**src/adc_irq_pkg.sv**
```systemverilog
package adc_irq_pkg;

    // ----------------------------------------
    // Sizes
    // ----------------------------------------
    localparam int unsigned DATA_W = 32;
    localparam int unsigned OFS_W = 12;
    localparam int unsigned CHAN_COUNT = 8;
    localparam int unsigned CONV_EVENT_COUNT = 6;
    localparam int unsigned EVENT_COUNT = CONV_EVENT_COUNT + 2 * CHAN_COUNT;
    localparam int unsigned STRB_W = DATA_W / 8;

    // ----------------------------------------
    // Register map (byte addresses)
    // ----------------------------------------
    localparam logic [OFS_W-1:0] OFS_ENABLE_SET = 12'h304;
    localparam logic [OFS_W-1:0] OFS_DISABLE = 12'h308;
    localparam logic [OFS_W-1:0] OFS_EVENT_STATUS = 12'h30C;

    // ----------------------------------------
    // Field positions and reset values
    // ----------------------------------------
    localparam int unsigned CONV_FIELD_LSB = 0;
    localparam int unsigned LIMIT_FIELD_LSB = CONV_EVENT_COUNT;
    localparam logic [EVENT_COUNT-1:0] ENABLE_RESET = 22'h000000;
    localparam logic [EVENT_COUNT-1:0] STATUS_RESET = 22'h000000;
    localparam logic [DATA_W-1:0] RDATA_RESET = 32'h00000000;

    // ----------------------------------------
    // Types
    // ----------------------------------------
    // Upper limit sits on the lower bit of each channel pair
    typedef struct packed {
        logic below_lower;
        logic above_upper;
    } limit_pair_t;

    typedef struct packed {
        limit_pair_t [CHAN_COUNT-1:0] chan;
        logic stopped_event;
        logic calibration_finished_event;
        logic result_written_event;
        logic done_event;
        logic end_event;
        logic started_event;
    } adc_event_t;

    typedef enum logic [1:0] {
        BUS_WAIT = 2'b01,
        BUS_REPLY = 2'b10
    } bus_state_t;

endpackage : adc_irq_pkg
```
**src/adc_irq_enable.sv**
```systemverilog
`timescale 1ns/100ps

// How it works
// - Disable register ones clear matching enables
// - Set register ones turn enables on
// - Either register reads back current enables
// - Bits zero to five: converter events
// - Next sixteen: channel high then low
// - Enables reset to all zero
module adc_irq_enable
    import adc_irq_pkg::*;
#(
    parameter int unsigned ADDR_W = 12
) (
    // Clock and reset
    input wire logic pclk,
    input wire logic presetn,
    // APB slave
    input wire logic [ADDR_W-1:0] paddr,
    input wire logic psel,
    input wire logic penable,
    input wire logic pwrite,
    input wire logic [DATA_W-1:0] pwdata,
    input wire logic [STRB_W-1:0] pstrb,
    output logic [DATA_W-1:0] prdata,
    output logic pready,
    output logic pslverr,
    // Converter events, one-cycle pulses on pclk
    input wire adc_event_t events,
    // Enable state and interrupt
    output logic [EVENT_COUNT-1:0] event_enable,
    output logic irq
);

    // ----------------------------------------
    // Parameter check
    // ----------------------------------------
    if (ADDR_W < OFS_W || ADDR_W > DATA_W) begin : g_bad_addr_w
        $error("ADDR_W must lie between 12 and 32");
    end

    // ----------------------------------------
    // Helpers
    // ----------------------------------------
    function automatic logic addr_hit(input logic [ADDR_W-1:0] a,
                                      input logic [OFS_W-1:0] ofs);
        return a == ADDR_W'(ofs);
    endfunction : addr_hit

    function automatic logic [DATA_W-1:0] lane_mask(input logic [STRB_W-1:0] s);
        logic [DATA_W-1:0] m;
        m = '0;
        for (int i = 0; i < STRB_W; i++) begin
            m[i*8 +: 8] = {8{s[i]}};
        end
        return m;
    endfunction : lane_mask

    function automatic logic [DATA_W-1:0] widen(input logic [EVENT_COUNT-1:0] v);
        return {{(DATA_W - EVENT_COUNT){1'b0}}, v};
    endfunction : widen

    // ----------------------------------------
    // Bus phase tracking
    // ----------------------------------------
    bus_state_t bus_state_q;
    bus_state_t bus_state_d;
    logic setup_phase;
    logic access_done;
    logic hit_set;
    logic hit_clr;
    logic hit_status;
    logic hit_any;

    assign setup_phase = psel & ~penable;
    assign hit_set = addr_hit(paddr, OFS_ENABLE_SET);
    assign hit_clr = addr_hit(paddr, OFS_DISABLE);
    assign hit_status = addr_hit(paddr, OFS_EVENT_STATUS);
    assign hit_any = hit_set | hit_clr | hit_status;

    // A setup while the answer stands is not taken; the master releases first
    // One wait-free access phase: pready rises on the cycle after setup
    always_comb begin
        bus_state_d = bus_state_q;
        unique case (bus_state_q)
            BUS_WAIT: begin
                if (setup_phase) begin
                    bus_state_d = BUS_REPLY;
                end
            end
            BUS_REPLY: begin
                bus_state_d = BUS_WAIT;
            end
            default: begin
                bus_state_d = BUS_WAIT;
            end
        endcase
    end

    always_ff @(posedge pclk or negedge presetn) begin
        if (!presetn) begin
            bus_state_q <= BUS_WAIT;
        end else begin
            bus_state_q <= bus_state_d;
        end
    end

    assign pready = bus_state_q == BUS_REPLY;
    assign access_done = psel & penable & pready;

    // ----------------------------------------
    // Write decode
    // ----------------------------------------
    logic [DATA_W-1:0] strb_mask;
    logic [DATA_W-1:0] wbits;
    logic [EVENT_COUNT-1:0] wmask;
    logic wr_set_fire;
    logic wr_clr_fire;
    logic rd_status_fire;

    assign strb_mask = lane_mask(pstrb);
    assign wbits = pwdata & strb_mask;
    assign wmask = wbits[EVENT_COUNT-1:0];
    assign wr_set_fire = access_done & pwrite & hit_set;
    assign wr_clr_fire = access_done & pwrite & hit_clr;
    assign rd_status_fire = access_done & ~pwrite & hit_status;

    // ----------------------------------------
    // Enable flops and event status
    // ----------------------------------------
    logic [EVENT_COUNT-1:0] enable_q;
    logic [EVENT_COUNT-1:0] enable_d;
    logic [EVENT_COUNT-1:0] status_q;
    logic [EVENT_COUNT-1:0] status_d;
    logic [EVENT_COUNT-1:0] clr_snap_q;
    logic [EVENT_COUNT-1:0] clr_snap_d;
    logic [EVENT_COUNT-1:0] event_bits;
    logic irq_q;
    logic irq_d;

    // Struct packing puts the converter events low, then each channel pair
    assign event_bits = events;

    // Both registers drive one flop per event; zeros in the data leave it alone
    always_comb begin
        enable_d = enable_q;
        if (wr_set_fire) begin
            enable_d = enable_d | wmask;
        end
        if (wr_clr_fire) begin
            enable_d = enable_d & ~wmask;
        end
    end

    // Only bits that were read are cleared, so a new event is never lost
    // Flags are never masked; the enables only gate the interrupt
    always_comb begin
        status_d = status_q;
        if (rd_status_fire) begin
            status_d = status_d & ~clr_snap_q;
        end
        status_d = status_d | event_bits;
        irq_d = |(status_d & enable_d);
    end

    always_ff @(posedge pclk or negedge presetn) begin
        if (!presetn) begin
            enable_q <= ENABLE_RESET;
            status_q <= STATUS_RESET;
            irq_q <= 1'b0;
        end else begin
            enable_q <= enable_d;
            status_q <= status_d;
            irq_q <= irq_d;
        end
    end

    assign event_enable = enable_q;
    assign irq = irq_q;

    // ----------------------------------------
    // Read data and error answer
    // ----------------------------------------
    logic [DATA_W-1:0] prdata_q;
    logic [DATA_W-1:0] prdata_d;
    logic pslverr_q;
    logic pslverr_d;

    // Captured in setup so the data output comes straight from flops
    always_comb begin
        prdata_d = prdata_q;
        pslverr_d = pslverr_q;
        clr_snap_d = clr_snap_q;
        if (setup_phase && bus_state_q == BUS_WAIT) begin
            prdata_d = RDATA_RESET;
            pslverr_d = ~hit_any;
            clr_snap_d = '0;
            if (!pwrite) begin
                if (hit_set || hit_clr) begin
                    prdata_d = widen(enable_q);
                end else if (hit_status) begin
                    prdata_d = widen(status_q);
                    clr_snap_d = status_q;
                end
            end
        end
    end

    always_ff @(posedge pclk or negedge presetn) begin
        if (!presetn) begin
            prdata_q <= RDATA_RESET;
            pslverr_q <= 1'b0;
            clr_snap_q <= STATUS_RESET;
        end else begin
            prdata_q <= prdata_d;
            pslverr_q <= pslverr_d;
            clr_snap_q <= clr_snap_d;
        end
    end

    assign prdata = prdata_q;
    assign pslverr = pslverr_q & pready;
endmodule : adc_irq_enable

```
**config.mk**
```make
export PLATFORM = sky130hd
export DESIGN_NAME = adc_irq_enable
export DESIGN_NICKNAME = d
export VERILOG_FILES = /design/src/adc_irq_pkg.sv /design/src/adc_irq_enable.sv
export SDC_FILE = /design/constraint.sdc
export NUM_CORES = 1
export LEC_CHECK = 0
export BUFFER_PORTS_ARGS = -buffer_cell sky130_fd_sc_hd__buf_2
export CAP_MARGIN = 20
export CORE_ASPECT_RATIO = 1.5
export CORE_UTILIZATION = 40
export DETAILED_ROUTE_END_ITERATION = 12
export PLACE_DENSITY = 0.65
export SLEW_MARGIN = 20
export SYNTH_ARGS = -nofsm -noshare
export SYNTH_HDL_FRONTEND = slang
export SYNTH_SLANG_ARGS = --single-unit
```
**constraint.sdc**
```tcl
create_clock -name pclk -period 6.7 [get_ports pclk]
set_input_delay 0.67 -clock pclk [delete_from_list [all_inputs] [get_ports pclk]]
set_output_delay 0.67 -clock pclk [all_outputs]
set_load 0.01 [all_outputs]
```
==> impl_metrics.py <==
metrics = {
    "routing": {
        "finalWirelength_um": 11200,
        "wire_per_inst_um": 19.1,
        "via_per_inst": 5.95,
        "firstDrtPassIters": 5,
        "drc": 0,
        "routed-via-count": 3485,
        "drtAntennaViolNets": 0,
        "drtIter0Drc": 380,
    },
    "yosys": {
        "synth_edf_count": 0,
        "yosysSeqAreaShare_pct": 55.7,
        "ys_warn_count": 0,
        "synthArstFlopShare_pct": 100,
        "yosysTopAreaCell": "dfrtp_1",
        "synth.area.top_cells": "dfrtp_1 55%, a222oi_1 5.3%, a22o_1 5.1%, inv_1 3.4%, a31oi_1 3.0%",
        "ys_seq_elements": 92,
        "synth.avg_cell_area_um2": 11.5,
        "postSynthCellCount": 359,
        "syn-cell-area_mm2": 0.00414,
        "synth_top_flop_cell": "dfrtp_1",
        "synth.top_cell.area_share_pct": 55.1,
        "yosysUniqueCellTypes": 45,
    },
    "status": {
        "status": "finished clean",
    },
    "critical_path": {
        "crit_path_end": "irq$_DFF_PN0_",
        "crit_cells": 8,
        "r2r_end": "irq$_DFF_PN0_",
        "cpLargestDelayFamily": "simple AND/OR/NAND/NOR gates",
        "reg2reg_depth": 7,
        "cp_cell_sequence": "buf_2 > nor4_4 > and3_1 > nand3_1 > a21o_1 > a2111oi_1 > nand4_1 > or4b_1",
        "r2r_setup_slack_ns": 3.62,
        "startpoint": "paddr[1]",
        "reg2reg_from": "bus_state_q[0]$_DFFE_PN1P_",
        "cp_max_fo": 20,
        "crit_path_start_kind": "primary input",
        "cpPeakStageDelay_ns": 0.77,
        "crit_buf_inv": 1,
        "slowest_stage": "and3_1",
        "crit_arrival_ns": 3.52,
        "end_kind": "flip-flop",
        "worstPathRequired_ns": 6.91,
        "worst-setup-path-type": "in2reg",
    },
    "clocking": {
        "cts_resized": 0,
        "numCtsBuffers": 9,
        "clk_pin_slew_worst_paths_ns": 0.06,
        "post_cts_buffers": 0,
        "clockBufferDepth": 2,
        "cts_max_level": 3,
        "clock_sinks": 92,
        "insertion_delay_ns": 0.34,
        "cts_tree": "yes",
        "cts_root_buf": "clkbuf_16",
        "hold_buffers": 0,
    },
    "sta": {
        "finalCritPeriodShare_pct": 49.4,
        "relSlewSlack_pct": 24.3,
        "finalClockSkew_ns": 0.00733,
        "slew_viol_final": 0,
        "rsz0062_at_grt": "false",
        "tns_ns": 0,
        "max_freq_mhz": 302,
        "layout_setup_ws_ns": 3.39,
        "setup_viol": 0,
        "min_period_ns": 3.31,
        "hold_viol": 0,
        "worstMarginPinSlew_ns": 1.13,
    },
    "run": {
        "cap_violations": 0,
    },
    "place": {
        "dp_slack_ns": 2.99,
        "port_buffers": 110,
        "dpl_cell_area_mm2": 0.00476,
        "place.gp.congestion": 0.804,
        "dp.cells": 569,
        "dp_hpwl_um": 7660,
    },
    "layout": {
        "fill_cells": 921,
        "area_delta_synth_final_pct": 22.8,
        "fin_nets": 538,
        "drive_above_1_share_pct": 31.4,
        "final_area_mm2": 0.00508,
        "fin_cells": 586,
    },
    "die": {
        "die_w_um": 85.0,
        "die_y_um": 127,
        "fp.dieArea_mm2": 0.0108,
        "num_rows": 45,
        "io_pins": 132,
        "fp.coreArea_mm2": 0.0101,
        "initial_core_util_pct": 41.0,
    },
    "global_routing": {
        "grt_max_degree": 69,
        "grt_pass1_vias": 3268,
        "grt_pass1_wl_um": 17600,
        "antenna_found_initial": 1,
        "overflow": 0,
        "grt_use_total_pct": 21.7,
    },
    "power_and_ir_drop": {
        "leakage_nw": 2.55,
        "p_per_area_mw_per_mm2": 225,
        "ir_worst_vdd_v": 0.000132,
    },
    "hold_path": {
        "hold_path.class": "in2async",
    },
}
==> how the worst min path moves through the flow <==
stage | slack, ns | to | cells after the start
2_1_floorplan | 0.37 | bus_state_q[1]$_DFFE_PN0P_ | 0
3_3_place_gp | 0.46 | pslverr_q$_DFFE_PN0P_ | 2
3_5_place_dp | 0.47 | pslverr_q$_DFFE_PN0P_ | 2
4_1_cts | 0.22 | event_enable[13]$_DFF_PN0_ | 1
5_1_grt | 0.23 | prdata[8]$_DFFE_PN0P_ | 1
6_report | 0.21 | prdata[20]$_DFFE_PN0P_ | 1
==> state kept, by name, summed over array words and instances, names as in the netlist <==
| signal | flops |
|---|---|
| status_q | 22 |
| pslverr_q | 1 |
| prdata | 22 |
| bus_state_q | 2 |
| clr_snap_q | 22 |
| event_enable | 22 |
| irq | 1 |
==> report_power, final <==
part           internal, mW  switching, mW  total (mW)  leakage [nW]
Sequential            0.558       0.000868       0.558          1.16
Combinational        0.0208         0.0396      0.0604          1.24
Clock                 0.310          0.212       0.522         0.148
Total                 0.888          0.252        1.14          2.55
==> cells in the mapped netlist, types with 2 or more instances <==
cell       instances
dfrtp_1           91
inv_1             37
a22o_1            24
a222oi_1          22
a31oi_1           20
clkbuf_1          19
nand2b_1          14
a21oi_1           12
a41oi_1           12
and2_1            12
buf_4             11
nand2_1           11
a211oi_1          10
a21o_1            10
o32ai_1            8
and3_1             5
nand3_1            4
o32ai_2            4
a2111oi_1          3
nor2_1             3
a311oi_1           2
buf_1              2
==> area by class of cell <==
class / count / area (um^2) / area share (%)
clock inverter: 5 / 58.8 / 1.16
sequential: 92 / 2300 / 45.4
antenna: 1 / 2.50 / 0.0493
multi-input combinational: 205 / 1560 / 30.8
inverter: 37 / 139 / 2.74
timing repair buffer: 118 / 613 / 12.1
tap: 117 / 146 / 2.88
clock buffer: 11 / 253 / 4.98
==> logic make-up (layout without fill, tap and decap cells) <==
family	after synthesis	count (layout)	share of synthesized area, %
compound gates	131	131	26.4
other cells	1	11	0.0907
buf+inv	71	171	7.65
flops	92	92	55.7
simple gates	64	64	10.2
==> per-layer routing <==
layer	wire length [um]	GRT usage, %	share of wire [%]	up-vias
met5	0	0	0	-
met4	385	11.8	3.4	0
met3	575	3.64	5.1	21
met1	4570	27.9	41	1758
li1	-	-	-	1577
met2	5670	34.9	51	129
==> per-stage QoR <==
step	util (%)	hold slack [ns]	total power, mW
floorplan	-	0.374	0.593
finish	50.4	0.214	1.14
CTS	50.4	0.220	1.15
detailed placement	47.3	0.470	0.630
global placement	47.3	0.460	0.629
global route	50.4	0.235	1.18
==> placed cells by master, fill, tap and decap left out, types with 2 or more instances in the layout <==
| master | instances |
|---|---|
| a222oi_1 | 22 |
| a2111oi_2 | 2 |
| a311oi_1 | 2 |
| nand2_1 | 11 |
| conb_1 | 10 |
| a31oi_1 | 20 |
| and2_1 | 12 |
| clkbuf_16 | 9 |
| a21o_1 | 10 |
| buf_2 | 109 |
| nand3_1 | 4 |
| clkinvlp_4 | 2 |
| a2111oi_1 | 3 |
| o32ai_2 | 4 |
| nor2_1 | 3 |
| a41oi_1 | 12 |
| nand2b_1 | 14 |
| buf_4 | 9 |
| and3_1 | 5 |
| a21oi_1 | 12 |
| inv_1 | 37 |
| o32ai_1 | 8 |
| a211oi_1 | 10 |
| clkbuf_8 | 2 |
| a22o_1 | 24 |
| dfrtp_1 | 91 |
==> worst register-to-register path, cell delays in order (launching register included) <==
cell and delay [ns]:
dfstp_2 0.37, and4b_1 0.30, or3b_4 0.53, o32ai_1 0.47
a311oi_1 0.11, a2111oi_1 0.40, nand4_1 0.21, or4b_1 0.57
Power figures use the tool's default switching activity.
